File: src/shared/dqpa_params.svh
/*
  timing counts, field positions and sizes for the dma queue/port arbitration core.
  assumes inclusion by bare name from the package and design files.
*/
`ifndef DQPA_PARAMS_SVH
`define DQPA_PARAMS_SVH
`define DQPA_NUM_PRI 4
`define DQPA_NUM_REQ 3
`define DQPA_QUEUE_DEPTH 16
`define DQPA_CNT_W 5
`define DQPA_REQ_CHAN 0
`define DQPA_REQ_L2 1
`define DQPA_REQ_MPER 2
`define DQPA_NUM_CHAN 8
`define DQPA_RD_WORDS 2
`define DQPA_WR_WORDS 32
`define DQPA_RDS_PER_WR 16
`define DQPA_WR_BUFS 4
`define DQPA_PRI_URGENT 2'h0
`define DQPA_PRI_MEDIUM 2'h2
`define DQPA_XFER_W 16
`endif

File: src/shared/dqpa_pkg.sv
/*
  types for the dma queue/port arbitration core.
  assumes dqpa_params.svh on the include path.
*/
`include "dqpa_params.svh"
package dqpa_pkg;
  typedef logic [1:0] dqpa_pri_t; // priority level, 0 is urgent
  typedef enum logic [1:0] {
    DQPA_IDLE = 2'b00, // queue register set empty
    DQPA_RUN = 2'b01, // issuing commands
    DQPA_DONE = 2'b10 // last command sent
  } dqpa_qrs_t;
endpackage

File: src/hdl/dqpa_port_buf.sv
/*
  command buffer of one peripheral port: strict arrival-order fifo.
  assumes the drain side executes the head command when exec_valid and exec_ready meet.
*/
`timescale 1ns/10ps
`include "dqpa_params.svh"
module dqpa_port_buf
  import dqpa_pkg::*;
#(
  parameter int DEPTH = `DQPA_WR_BUFS, // command slots
  parameter int WIDTH = 4 // bits per command
) (
  input wire logic clk, // engine clock
  input wire logic rst, // sync reset
  input wire logic ce, // clock enable
  input wire logic push, // new command
  input wire logic [WIDTH-1:0] push_cmd, // command word
  output logic full, // no free slot
  output logic exec_valid, // head command ready
  output logic [WIDTH-1:0] exec_cmd, // head command
  input wire logic exec_ready // port consumed head
);
  localparam int AW = $clog2(DEPTH);
  // pointer wrap bit only works for power-of-two depths
  if (DEPTH < 2 || (DEPTH & (DEPTH - 1)) != 0) begin : g_bad_depth
    $error("depth must be power of two");
  end
  logic [WIDTH-1:0] mem [DEPTH]; // command slots
  logic [AW:0] wp; // write pointer
  logic [AW:0] rp; // read pointer
  logic do_pop; // head leaves
  assign do_pop = exec_valid && exec_ready;
  assign full = (wp[AW] != rp[AW]) && (wp[AW-1:0] == rp[AW-1:0]);
  assign exec_valid = wp != rp;
  assign exec_cmd = mem[rp[AW-1:0]];
  // arrival-order storage, no priority reordering
  always_ff @(posedge clk) begin
    if (rst) begin
      wp <= '0;
      rp <= '0;
    end else if (ce) begin
      if (push && !full) begin
        mem[wp[AW-1:0]] <= push_cmd;
        wp <= wp + 1'b1;
      end
      if (do_pop) begin
        rp <= rp + 1'b1;
      end
    end
  end
endmodule // dqpa_port_buf

File: src/hdl/dqpa_core.sv
/*
  transfer controller core: requestor admission with allotments and stalls,
  per-priority request fifos, one queue register set per level, priority
  arbitration of separate read and write pipelines onto port command buffers.
  assumes requests are single-cycle pulses from same-clock logic; events from pins are pre-synchronised elsewhere.
*/
`timescale 1ns/10ps
`include "dqpa_params.svh"
// Operation
// - level-two port reads move two words
// - external port writes once one buffer full
// - source may divert, destination keeps draining
// - higher priority set wins command submission
// - port finishes buffered commands before newer ones
// - external port holds four 32-word writes
// - one register set per level, waits
// - channel requestor stall blocks all events
// - level-two requestor stall holds all its submissions
// - medium stall releases when request enters set
// - stalled channel events kept once each
// - read and write pipelines run independently
// - each priority queue is first-in first-out
// - lower level number wins arbitration
// - at most sixteen requests per queue
// - arrival order, round-robin among simultaneous
// - zero allotment stalls forever
module dqpa_core
  import dqpa_pkg::*;
#(
  parameter int NPRI = `DQPA_NUM_PRI, // priority levels
  parameter int NREQ = `DQPA_NUM_REQ, // requestors
  parameter int QDEPTH = `DQPA_QUEUE_DEPTH, // queue entries
  parameter int NCHAN = `DQPA_NUM_CHAN, // event channels
  parameter int XW = `DQPA_XFER_W // write-command count width
) (
  input wire logic clk, // engine clock, 125 MHz
  input wire logic rst, // sync reset, active high
  input wire logic ce, // clock enable
  input wire logic [NCHAN-1:0] chan_event, // channel sync events, pulses
  input wire logic [NCHAN*2-1:0] chan_pri, // priority per channel
  input wire logic [NCHAN*XW-1:0] chan_len, // write commands per channel request
  input wire logic l2_req, // level-two requestor request
  input wire logic [1:0] l2_pri, // its priority
  input wire logic [XW-1:0] l2_len, // its length in write commands
  input wire logic mper_req, // master peripheral request
  input wire logic [1:0] mper_pri, // its priority
  input wire logic [XW-1:0] mper_len, // its length
  input wire logic [NREQ*NPRI*5-1:0] allot, // allotment per requestor per level
  input wire logic rd_exec_ready, // level-two port consumes read
  input wire logic wr_exec_ready, // external port consumes write
  output logic chan_stalled, // channel requestor stalled
  output logic l2_stalled, // level-two requestor stalled
  output logic [NPRI-1:0] qrs_busy, // register set busy per level
  output logic rd_exec_valid, // read command at port head
  output logic [1:0] rd_exec_pri, // its priority
  output logic wr_exec_valid, // write command at port head
  output logic [1:0] wr_exec_pri, // its priority
  output logic [NPRI-1:0] xfer_done // transfer finished pulse
);
  localparam int QAW = $clog2(QDEPTH);
  localparam int ENTW = XW + 2; // length plus requestor id
  // two-bit tags and pointer wrap bits fix these sizes
  if (NPRI != 4 || NREQ != 3 || QDEPTH < 2 || (QDEPTH & (QDEPTH - 1)) != 0) begin : g_bad_size
    $error("unsupported core parameters");
  end

  // decode a requestor's allotment for a level
  function automatic logic [4:0] allot_of(input logic [NREQ*NPRI*5-1:0] a, input int r, input int p);
    allot_of = a[(r*NPRI+p)*5 +: 5];
  endfunction

  logic [4:0] outst [NREQ][NPRI]; // outstanding counters
  logic [NCHAN-1:0] chan_pend; // events waiting in channel controller
  logic [1:0] rr; // round-robin pointer
  logic [NPRI-1:0] take; // set takes fifo head this cycle
  logic [1:0] take_req [NPRI]; // requestor id of taken head

  // channel requestor: pick lowest pending channel
  logic chan_any;
  logic [$clog2(NCHAN)-1:0] chan_sel;
  always_comb begin
    chan_any = 1'b0;
    chan_sel = '0;
    for (int c = NCHAN - 1; c >= 0; c--) begin
      if (chan_pend[c] || chan_event[c]) begin
        chan_any = 1'b1;
        chan_sel = c[$clog2(NCHAN)-1:0];
      end
    end
  end

  // candidate submissions per requestor
  logic [NREQ-1:0] cand;
  logic [1:0] cand_pri [NREQ];
  logic [XW-1:0] cand_len [NREQ];
  logic [NREQ-1:0] over; // would exceed allotment
  logic [2:1] raw; // live or held request per level-two and master peripheral requestor
  logic [2:1] held; // refused request kept for retry
  logic [1:0] held_pri [1:2]; // its priority
  logic [XW-1:0] held_len [1:2]; // its length
  always_comb begin
    cand[0] = chan_any && !chan_stalled;
    cand_pri[0] = chan_pri[chan_sel*2 +: 2];
    cand_len[0] = chan_len[chan_sel*XW +: XW];
    raw[1] = l2_req || held[1];
    raw[2] = mper_req || held[2];
    cand[1] = raw[1] && !l2_stalled;
    cand_pri[1] = held[1] ? held_pri[1] : l2_pri;
    cand_len[1] = held[1] ? held_len[1] : l2_len;
    cand[2] = raw[2];
    cand_pri[2] = held[2] ? held_pri[2] : mper_pri;
    cand_len[2] = held[2] ? held_len[2] : mper_len;
    for (int r = 0; r < NREQ; r++) begin
      over[r] = outst[r][cand_pri[r]] >= allot_of(allot, r, int'(cand_pri[r]));
    end
  end

  // one submission per cycle, round-robin among simultaneous
  logic sub_ok;
  logic [1:0] sub_r;
  always_comb begin
    sub_ok = 1'b0;
    sub_r = 2'd0;
    for (int k = NREQ - 1; k >= 0; k--) begin
      automatic int r = (int'(rr) + k) % NREQ;
      if (cand[r] && !over[r]) begin
        sub_ok = 1'b1;
        sub_r = r[1:0];
      end
    end
  end

  // priority request fifos
  logic [ENTW-1:0] qmem [NPRI][QDEPTH];
  logic [QAW:0] qwp [NPRI];
  logic [QAW:0] qrp [NPRI];
  logic [NPRI-1:0] qempty;
  logic [NPRI-1:0] qfull;
  logic sub_fire; // submission really accepted
  assign sub_fire = sub_ok && !qfull[cand_pri[sub_r]];

  // requestors only pulse, so a request that loses round-robin or meets a stall is kept here
  always_ff @(posedge clk) begin
    if (rst) begin
      held <= '0;
      for (int r = 1; r < NREQ; r++) begin
        held_pri[r] <= 2'd0;
        held_len[r] <= '0;
      end
    end else if (ce) begin
      for (int r = 1; r < NREQ; r++) begin
        held[r] <= raw[r] && !(sub_fire && sub_r == r[1:0]);
        if (!held[r]) begin
          held_pri[r] <= cand_pri[r];
          held_len[r] <= cand_len[r];
        end
      end
    end
  end

  genvar gp;
  generate
    for (gp = 0; gp < NPRI; gp++) begin : g_q
      assign qempty[gp] = qwp[gp] == qrp[gp];
      assign qfull[gp] = (qwp[gp][QAW] != qrp[gp][QAW]) && (qwp[gp][QAW-1:0] == qrp[gp][QAW-1:0]);
      assign take_req[gp] = qmem[gp][qrp[gp][QAW-1:0]][ENTW-1 -: 2];
      // fifo write/read per level
      always_ff @(posedge clk) begin
        if (rst) begin
          qwp[gp] <= '0;
          qrp[gp] <= '0;
        end else if (ce) begin
          if (sub_fire && cand_pri[sub_r] == 2'(gp)) begin
            qmem[gp][qwp[gp][QAW-1:0]] <= {sub_r, cand_len[sub_r]};
            qwp[gp] <= qwp[gp] + 1'b1;
          end
          if (take[gp]) begin
            qrp[gp] <= qrp[gp] + 1'b1;
          end
        end
      end
    end
  endgenerate

  // outstanding counters: up on submit, down when head enters set
  always_ff @(posedge clk) begin
    if (rst) begin
      for (int r = 0; r < NREQ; r++) begin
        for (int p = 0; p < NPRI; p++) outst[r][p] <= '0;
      end
    end else if (ce) begin
      for (int r = 0; r < NREQ; r++) begin
        for (int p = 0; p < NPRI; p++) begin
          outst[r][p] <= outst[r][p] + 5'((sub_fire && sub_r == r[1:0] && cand_pri[r] == p[1:0]) ? 1 : 0)
            - 5'((take[p] && take_req[p] == r[1:0]) ? 1 : 0);
        end
      end
    end
  end

  // stall flags: set on over-allotment, cleared when the stalled requestor's own head at that level enters a set
  logic [1:0] chan_stall_pri;
  logic [1:0] l2_stall_pri;
  always_ff @(posedge clk) begin
    if (rst) begin
      chan_stalled <= 1'b0;
      l2_stalled <= 1'b0;
      chan_stall_pri <= 2'd0;
      l2_stall_pri <= 2'd0;
      rr <= 2'd0;
    end else if (ce) begin
      if (chan_stalled && take[chan_stall_pri] && take_req[chan_stall_pri] == 2'(`DQPA_REQ_CHAN)) begin
        chan_stalled <= 1'b0;
      end else if (cand[0] && over[0] && !(take[cand_pri[0]] && take_req[cand_pri[0]] == 2'(`DQPA_REQ_CHAN))) begin
        // a head of ours entering its set this cycle frees the slot, so no stall then
        chan_stalled <= 1'b1;
        chan_stall_pri <= cand_pri[0];
      end
      if (l2_stalled && take[l2_stall_pri] && take_req[l2_stall_pri] == 2'(`DQPA_REQ_L2)) begin
        l2_stalled <= 1'b0;
      end else if (cand[1] && over[1] && !(take[cand_pri[1]] && take_req[cand_pri[1]] == 2'(`DQPA_REQ_L2))) begin
        l2_stalled <= 1'b1;
        l2_stall_pri <= cand_pri[1];
      end
      if (sub_fire) rr <= (sub_r == 2'(NREQ - 1)) ? 2'd0 : sub_r + 2'd1;
    end
  end

  // channel event latch: first event kept, repeats merge
  always_ff @(posedge clk) begin
    if (rst) begin
      chan_pend <= '0;
    end else if (ce) begin
      for (int c = 0; c < NCHAN; c++) begin
        // a submitted channel keeps only an event that came on top of a pending one
        if (sub_fire && sub_r == 2'(`DQPA_REQ_CHAN) && chan_sel == c[$clog2(NCHAN)-1:0]) begin
          chan_pend[c] <= chan_pend[c] && chan_event[c];
        end else if (chan_event[c]) begin
          chan_pend[c] <= 1'b1;
        end
      end
    end
  end

  // queue register sets, one per level
  dqpa_qrs_t qstate [NPRI];
  logic [XW-1:0] wr_left [NPRI]; // write commands to go
  logic [4:0] rd_left [NPRI]; // reload-only, nonzero while another write still needs reads
  logic [4:0] rd_fill [NPRI]; // reads done toward next write
  logic [2:0] wr_ahead [NPRI]; // filled write buffers not yet issued
  logic [NPRI-1:0] rd_want; // set wants a read slot
  logic [NPRI-1:0] wr_want; // set wants a write slot
  logic [NPRI-1:0] rd_gnt;
  logic [NPRI-1:0] wr_gnt;
  logic rd_full;
  logic wr_full;

  // fixed priority pick, level 0 first
  function automatic logic [NPRI-1:0] pick(input logic [NPRI-1:0] w);
    pick = w & ~(w - 1'b1);
  endfunction

  always_comb begin
    for (int p = 0; p < NPRI; p++) begin
      take[p] = (qstate[p] == DQPA_IDLE) && !qempty[p];
      rd_want[p] = (qstate[p] == DQPA_RUN) && (rd_left[p] != 5'd0) && (wr_ahead[p] < 3'(`DQPA_WR_BUFS));
      wr_want[p] = (qstate[p] == DQPA_RUN) && (wr_ahead[p] != 3'd0);
    end
    rd_gnt = rd_full ? '0 : pick(rd_want);
    wr_gnt = wr_full ? '0 : pick(wr_want);
  end

  generate
    for (gp = 0; gp < NPRI; gp++) begin : g_set
      // per-level transfer sequencing
      always_ff @(posedge clk) begin
        if (rst) begin
          qstate[gp] <= DQPA_IDLE;
          wr_left[gp] <= '0;
          rd_left[gp] <= '0;
          rd_fill[gp] <= '0;
          wr_ahead[gp] <= '0;
          xfer_done[gp] <= 1'b0;
        end else if (ce) begin
          xfer_done[gp] <= 1'b0;
          case (qstate[gp])
            DQPA_IDLE: begin
              if (take[gp]) begin
                qstate[gp] <= DQPA_RUN;
                wr_left[gp] <= qmem[gp][qrp[gp][QAW-1:0]][XW-1:0];
                rd_left[gp] <= (qmem[gp][qrp[gp][QAW-1:0]][XW-1:0] == '0) ? 5'd0 : 5'(`DQPA_RDS_PER_WR);
                rd_fill[gp] <= '0;
                wr_ahead[gp] <= '0;
              end
            end
            DQPA_RUN: begin
              if (rd_gnt[gp]) begin
                // sixteen two-word reads fill one write
                if (rd_fill[gp] == 5'(`DQPA_RDS_PER_WR - 1)) rd_fill[gp] <= '0;
                else rd_fill[gp] <= rd_fill[gp] + 5'd1;
              end
              wr_ahead[gp] <= wr_ahead[gp] + 3'((rd_gnt[gp] && rd_fill[gp] == 5'(`DQPA_RDS_PER_WR - 1)) ? 1 : 0)
                - 3'(wr_gnt[gp] ? 1 : 0);
              if (rd_gnt[gp] && rd_fill[gp] == 5'(`DQPA_RDS_PER_WR - 1)) begin
                rd_left[gp] <= (wr_left[gp] > XW'(wr_ahead[gp]) + XW'(1)) ? 5'(`DQPA_RDS_PER_WR) : 5'd0;
              end
              if (wr_gnt[gp]) begin
                wr_left[gp] <= wr_left[gp] - 1'b1;
                if (wr_left[gp] == XW'(1)) qstate[gp] <= DQPA_DONE;
              end
              if (wr_left[gp] == '0) qstate[gp] <= DQPA_DONE;
            end
            DQPA_DONE: begin
              qstate[gp] <= DQPA_IDLE;
              xfer_done[gp] <= 1'b1;
            end
            default: qstate[gp] <= DQPA_IDLE;
          endcase
        end
      end
    end
  endgenerate

  // busy status per set
  always_ff @(posedge clk) begin
    if (rst) qrs_busy <= '0;
    else if (ce) begin
      for (int p = 0; p < NPRI; p++) qrs_busy[p] <= take[p] || (qstate[p] == DQPA_RUN);
    end
  end

  // encode granted level as command tag
  function automatic logic [1:0] enc(input logic [NPRI-1:0] g);
    enc = 2'd0;
    for (int p = NPRI - 1; p >= 0; p--) if (g[p]) enc = p[1:0];
  endfunction

  logic rd_hv;
  logic [1:0] rd_hc;
  logic wr_hv;
  logic [1:0] wr_hc;
  // level-two read command buffer
  dqpa_port_buf #(.DEPTH(8), .WIDTH(2)) u_rd_port (
    .clk(clk), .rst(rst), .ce(ce), .push(|rd_gnt), .push_cmd(enc(rd_gnt)), .full(rd_full),
    .exec_valid(rd_hv), .exec_cmd(rd_hc), .exec_ready(rd_exec_ready)
  );
  // external memory write command buffer
  dqpa_port_buf #(.DEPTH(`DQPA_WR_BUFS), .WIDTH(2)) u_wr_port (
    .clk(clk), .rst(rst), .ce(ce), .push(|wr_gnt), .push_cmd(enc(wr_gnt)), .full(wr_full),
    .exec_valid(wr_hv), .exec_cmd(wr_hc), .exec_ready(wr_exec_ready)
  );

  // registered head view toward the ports
  always_ff @(posedge clk) begin
    if (rst) begin
      rd_exec_valid <= 1'b0;
      rd_exec_pri <= 2'd0;
      wr_exec_valid <= 1'b0;
      wr_exec_pri <= 2'd0;
    end else if (ce) begin
      rd_exec_valid <= rd_hv;
      rd_exec_pri <= rd_hc;
      wr_exec_valid <= wr_hv;
      wr_exec_pri <= wr_hc;
    end
  end
endmodule // dqpa_core

File: config.mk
export PLATFORM = sky130hd
export DESIGN_NAME = dqpa_core
export DESIGN_NICKNAME = d
export VERILOG_FILES = /design/src/shared/dqpa_pkg.sv /design/src/hdl/dqpa_port_buf.sv /design/src/hdl/dqpa_core.sv
export VERILOG_INCLUDE_DIRS = /design/src /design/src/shared
export SDC_FILE = /design/constraint.sdc
export NUM_CORES = 2
export LEC_CHECK = 0
export ABC_AREA = 0
export BUFFER_PORTS_ARGS = -buffer_cell sky130_fd_sc_hd__buf_2
export CAP_MARGIN = 20
export CORE_MARGIN = 10
export CORE_UTILIZATION = 37
export CTS_CLUSTER_SIZE = 28
export DETAILED_ROUTE_END_ITERATION = 8
export PLACE_DENSITY = 0.63
export SLEW_MARGIN = 0
export SYNTH_ARGS = -nofsm -noshare
export SYNTH_HDL_FRONTEND = slang
export SYNTH_SLANG_ARGS = --single-unit
File: constraint.sdc
create_clock -name clk -period 8.6 [get_ports clk]
set_input_delay 1.72 -clock clk [delete_from_list [all_inputs] [get_ports clk]]
set_output_delay 1.72 -clock clk [all_outputs]
set_load 0.02 [all_outputs]
### Yosys cells after proc, flatten, opt, wreduce, memory -nomap -nowiden

Memories as Yosys holds them, arrays and structs flattened. A register that Yosys moved wholly into a read port is not among the register bits.
Index checks and enable logic that the tools add are counted.

| cells by class | value |
|---|---|
| add/subtract/negate cells | 63 |
| multipliers | 3 |
| divide/modulo/power cells | 3 |
| magnitude comparators | 37 |
| equal/unequal tests | 65 |
| shifts and indexed selects | 5 |
| multiplexer cells | 514 |
| bitwise gates (word level) | 100 |
| reductions and logical operators | 197 |

Operator list:

| kind | number |
|---|---|
| two-way mux 288 bit | 10 |
| OR reduction 288 bit | 3 |
| two-way mux 1 bit | 329 |
| binary-select mux 18 bit (select 4 bit) | 4 |
| demux 18 bit (select 4 bit) | 4 |
| two-way mux 5 bit | 54 |
| two-way mux 16 bit | 14 |
| two-way mux 18 bit | 12 |
| zero test 16 bit | 8 |
| variable part select 128 x 8 -> 16 bit | 1 |
| logical AND 1 bit | 99 |
| two-way mux 2 bit | 49 |
| less-than comparator 32 x 4 -> 1 bit, second input constant | 3 |
| OR 1 bit | 80 |
| equality test 16 x 1 -> 1 bit, second input constant | 4 |
| greater-than comparator 16 x 4 -> 1 bit | 4 |
| remainder unit 32 x 3 -> 32 bit, second input constant | 2 |
| subtractor 16 x 1 -> 16 bit, second input constant | 4 |
| adder 5 x 1 -> 5 bit | 12 |
| adder 5 x 1 -> 5 bit, second input constant | 12 |
| variable part select 60 x 6 -> 5 bit | 1 |
| variable part select 60 x 8 -> 5 bit | 1 |
| variable part select 60 x 9 -> 5 bit | 1 |
| subtractor 5 x 1 -> 5 bit | 12 |
| other kinds (57) | 264 |

| word-level totals | value |
|---|---|
| bits in registers | 42 |
| RAM bits | 1,436 |
| output and inout bits | 16 |
| logic and storage cells | 1,025 |
| memories | 13 |

Memories:

| memory | depth | width | read ports | clocked after memory_dff | write ports | line | source |
|---|---|---|---|---|---|---|---|
| qmem | 4 | 288 | 4 | 0 | 1 | dqpa_core.sv:134 | `logic [ENTW-1:0] qmem [NPRI][QDEPTH];` |
| wr_left | 4 | 16 | 4 | 0 | 4 | dqpa_core.sv:247 | `logic [XW-1:0] wr_left [NPRI];` |
| outst | 3 | 20 | 3 | 0 | 3 | dqpa_core.sv:72 | `logic [4:0] outst [NREQ][NPRI];` |
| held_len | 2 | 16 | 2 | 0 | 2 | dqpa_core.sv:100 | `logic [XW-1:0] held_len [1:2];` |
| qrp | 4 | 5 | 4 | 0 | 4 | dqpa_core.sv:136 | `logic [QAW:0] qrp [NPRI];` |
| qwp | 4 | 5 | 4 | 0 | 4 | dqpa_core.sv:135 | `logic [QAW:0] qwp [NPRI];` |
| 7 more memories | n/a | n/a | n/a | n/a | n/a | n/a |  |

### Logic depth before layout (Yosys ltp)

| logic depth | value |
|---|---|
| depth after elaboration | 40 |
| gate-level depth with buffers | 35 |
| gate-level depth less buffers | 30 |

### Cells and area by module

A second synthesis with hierarchy kept.

| second synthesis, totals | value |
|---|---|
| cells, all modules | 4,009 |
| area, all modules | 65,282.6 sq um |

Modules (own cells, without submodules):

| module | times used | cells an instance | area an instance (sq um) |
|---|---|---|---|
| dqpa_core | 1 | 3,839 | 63,160.6 |
| dqpa_port_buf (u_rd_port) | 1 | 95 | 1,265.0 |
| dqpa_port_buf (u_wr_port) | 1 | 75 | 857.1 |

### Worst setup path before layout

OpenSTA, ideal clock, no wires.

| path | value |
|---|---|
| path kind | input port to flip-flop |
| start point | input port chan_event[5] |
| end point | memory qmem[0][0] (netlist name) (enable) |
| arrival | 8,361 ps |
| data required time | 8,184 ps |
| setup slack | -177 ps |
| stages on the path | 26 |
| cell sequence | or4_1 o21ai_1 and2_1 buf_2 and3_1 a311oi_1 nor2_1 clkbuf_1 clkbuf_1 o21ai_0 nand2_1 o21ai_0 ha_1 a21o_1 a31oi_1 o211ai_2 nor3_1 nand3b_1 inv_1 a211oi_2 or2_0 clkbuf_1 o32a_4 nand2b_1 buf_2 nor3_1 |

| between the ends | value |
|---|---|
| word-level cells in the longest chain between the ends | 38 |
| elaborated cells on any way between the ends | 93 |
| those cells by class | mul (1); order compare (1); eq/ne (3); shift (2); mux (66); bitwise (2); reduce/logical (18) |

Ends and longest elaborated chain:

| what | line | source |
|---|---|---|
| start: declaration | dqpa_core.sv:39 | `input wire logic [NCHAN-1:0] chan_event,` |
| logical OR 1 bit (*) | dqpa_core.sv:85 | `if (chan_pend[c] \|\| chan_event[c]) begin` |
| parallel branches: the longest is 19 deep, another holds multiplier 2 x 3 -> 5 bit | n/a |  |
| two-way mux 2 bit (*) | dqpa_core.sv:126 | `if (cand[r] && !over[r]) begin` |
| net sub_r[1] | dqpa_core.sv:120 | `logic [1:0] sub_r;` |
| inverter 2 -> 3 bit (not written as such) (*) | dqpa_core.sv:140, dqpa_core.sv:173 |  |
| binary-select mux 2 bit (select 2 bit) (*) | dqpa_core.sv:140, dqpa_core.sv:173 |  |
| two-way mux 2 bit (not written as such) (*) (2 in a row) | dqpa_core.sv:140, dqpa_core.sv:173 |  |
| binary-select mux 1 bit (select 2 bit) | dqpa_core.sv:140 | `assign sub_fire = sub_ok && !qfull[cand_pri[sub_r]];` |
| [2 not listed] | n/a |  |
| logical AND 1 bit | dqpa_core.sv:140 |  |
| logical AND 1 bit | dqpa_core.sv:173 | `if (sub_fire && cand_pri[sub_r] == 2'(gp)) begin` |
| two-way mux 1 bit | dqpa_core.sv:173 |  |
| two-way mux 1 bit | dqpa_core.sv:172 | `end else if (ce) begin` |
| two-way mux 1 bit | dqpa_core.sv:169 | `if (rst) begin` |
| two-way mux 288 bit (not written as such) | dqpa_core.sv:174 | `qmem[gp][qwp[gp][QAW-1:0]] <= {sub_r, cand_len[sub_r]};` |
| OR reduction 288 bit (no line) | n/a |  |
| two-way mux 2 bit (no line) or two-way mux 288 bit (tied branches) (3 in a row) | n/a |  |
| end: declaration | dqpa_core.sv:134 |  |

Mark *: on every way through the listed nets, which the timed path passes. The select of a mux whose other input is x is not followed.

==> flow_metrics.tcl <==
set metrics [dict create \
    cts_tree "yes" \
    critPathArrivalTime_ps 8220 \
    fin_crit_ps 7690 \
    ys_ff_latch 1466 \
    ys_seq_area_frac 0.669 \
    preCtsSetupSlack_ps 144 \
    final_antenna_net_count 0 \
    syn_area_per_cell_um2 16.5 \
    hold_violations 0 \
    cts_max_level 4 \
    p_sw_mw 7.24 \
    skew_ps 53.5 \
    grt_first_pass_wirelength_mm 243 \
    die_w_um 439 \
    cts_sinks 1466 \
    vias 36502 \
    cts_root_buf "clkbuf_16" \
    power_mw 22.8 \
    grt_pass1_vias 36982 \
    nets 4784 \
    ys.flop_type "edfxtp_1" \
    synth_top_family_by_area "multiplexers" \
    drv_slew 0 \
    synth_top_area_frac 0.655 \
    syn-num-nets 4382 \
    min_path_type "reg -> reg" \
    seq_power_share 0.454 \
    cts_buffers 153 \
    clockBufferDepth 3 \
    synth-edff-count 1420 \
    yosysWarningCount 0 \
    irDropWorstVdd_v 0.000219 \
    post-route-period-util 0.894 \
    worst_slew_pin_slew_ps 1100 \
    gp_congestion 0.930 \
    gr-total-overflow 0 \
    p_int_mw 15.6 \
    fin_setup_tns_ps 0 \
    status "completed" \
    drc 0 \
    muxShareOfSynthArea 0.144 \
    die_h_um 439 \
    synth_most_common_cell "edfxtp_1" \
    port_buffers 270 \
    rsz0062_at_grt "no" \
    setup_viol 0 \
    start_util 0.373 \
    syn_area_um2 65100 \
    yosysTopAreaCell "edfxtp_1" \
    slowest_delay_ps 560 \
    async_flop_share 0 \
    swShare 0.317 \
    fmax_mhz 130 \
    core_area_um2 174000 \
    ctsHoldBuffers 0 \
    pwr-share-clk 0.282 \
    start_kind "input port" \
    ys_types 77 \
    synth_cells 3955 \
    maxCapViolations 0 \
    drt_iter0_markers 3336 \
    postCtsSetupRepairBufs 0 \
    end_kind "flop" \
    setup_slack_ps 913 \
    cp_max_fo 16 \
    drive_gt1_frac 0.245 \
    leakagePower_nw 25.9 \
    final_util 0.432 \
    worst-setup-path-type "in -> reg" \
    synthTopCellsByArea "edfxtp_1 (66%), mux4_2 (13%), ha_1 (3.0%)" \
    ios 271 \
    antenna_found_initial 6 \
    wirelength_mm 163 \
    stdcell_count 6811 \
    synth_fa_ha_area_frac 0.0351 \
    clk_pin_slew_ps 60 \
    via_per_inst 5.36 \
    maxSlewHeadroom 0.263 \
    synth_compound_area_frac 0.0315 \
    power_density_nw_per_um2 303 \
    fp.dieArea_um2 193000 \
    slowest_stage "or4_1" \
    pwr-share-comb 0.265 \
    wl_per_cell_um 23.9 \
    dp_hpwl_mm 105 \
    cp.required_ps 9130 \
    fillers 15221 \
    placed_cells 6522 \
    grt_usage 0.165 \
    grt_max_degree 73 \
    synth_xor_area_frac 0.0237 \
    firstDrtPassIters 7 \
    worstSkewPairLatency_ps 800 \
    ys_top_cells_by_count "edfxtp_1 (1420), mux4_2 (389), nand2_1 (315)" \
    area_growth_pct 15.8 \
    rows 153 \
    post_cts_resized 0 \
    synthSimpleGateAreaFrac 0.0759 \
]
metal layers:
| metal | global-route usage | wire (um) | vias up |
|---|---|---|---|
| li1 | - | - | 16244 |
| met1 | 0.225 | 68300 | 18957 |
| met2 | 0.276 | 81800 | 1115 |
| met3 | 0.0277 | 9730 | 186 |
| met4 | 0.0393 | 3070 | 0 |
| met5 | 0 | 0 | - |
flip-flops by register name, indices dropped and copies added (netlist names), 8 cells and up:
register,count
wr_left,64
chan_pend,8
u_rd_port.mem,16
qmem,1152
u_wr_port.mem,8
rd_fill,20
qwp,20
qstate,8
held_len,32
qrp,20
outst,60
wr_ahead,12
area by class of cell:
type / instances / area [um^2] / area share
antenna: 5 / 12.5 / 0.000166
clock buffer: 195 / 4030 / 0.0535
clock inverter: 84 / 871 / 0.0116
inverter: 173 / 651 / 0.00864
multi-input combinational: 2135 / 20500 / 0.272
sequential: 1466 / 43600 / 0.578
tap: 2325 / 2910 / 0.0386
timing repair buffer: 428 / 2780 / 0.0369
critical path, delay by kind of cell:
family | cells | cell delay, ps
XOR/XNOR | 1 | 130
AO/OA/AOI/OAI | 12 | 2250
buffers and inverters | 3 | 510
AND/OR/NAND/NOR | 8 | 2250
adder cells (fa/ha/maj) | 3 | 970
multiplexers | 1 | 350
power by group through the flow:
stage	clock [mW]	combinational [mW]	sequential, mW
after floorplan	0	3.33	10.6
after global placement	0	5.80	10.5
after detailed placement	0	6.00	10.5
after CTS	6.57	6.01	10.4
after global routing	6.84	6.61	10.4
final	6.43	6.04	10.4
placed cells by master, fill, tap and decap left out, types with 13 or more instances in the layout:
master,instances
xor2_1,96
inv_1,167
nand2_1,315
nand3_1,140
ha_1,156
edfxtp_1,1420
buf_12,13
mux2i_1,48
clkbuf_16,154
clkinv_2,28
nor4_1,45
a21o_1,49
buf_4,141
clkbuf_1,39
nor2b_1,30
a21oi_1,82
and2_1,63
dfxtp_1,46
o221ai_4,16
xnor2_1,80
nand2b_1,21
fa_1,16
o21ai_0,102
nor2_1,206
mux4_2,389
clkinv_1,29
nor3_1,37
and3_1,82
buf_2,270
kinds of logic after synthesis:
logic type               count (synthesis)
flip-flops                            1466
XOR/XNOR                               176
AND/OR/NAND/NOR                       1016
buffers and inverters                  354
adder cells (fa/ha/maj)                173
multiplexers                           447
AO/OA/AOI/OAI                          323
per-stage QoR:
step | instance area [um^2] | hold WS (ps)
after detailed placement | 70300 | 461
after floorplan | 65100 | 441
after CTS | 75200 | 469
after global placement | 70300 | 458
after global routing | 75300 | 517
final | 75300 | 471
final timing paths:
path                                                     start                        endpoint  slack, ps  cells after the start
worst max-delay path                             chan_event[5]      outst[0][59]$_SDFFCE_PN0P_        910                     28
worst min-delay path            chan_stall_pri[0]$_SDFFE_PP0P_  chan_stall_pri[0]$_SDFFE_PP0P_        470                      2
worst min register to register  chan_stall_pri[0]$_SDFFE_PP0P_  chan_stall_pri[0]$_SDFFE_PP0P_        470                      2
worst max register to register       chan_pend[5]$_SDFFE_PP0P_      outst[0][59]$_SDFFCE_PN0P_       1550                     27
No activity file was read; power rests on OpenSTA's default activity.
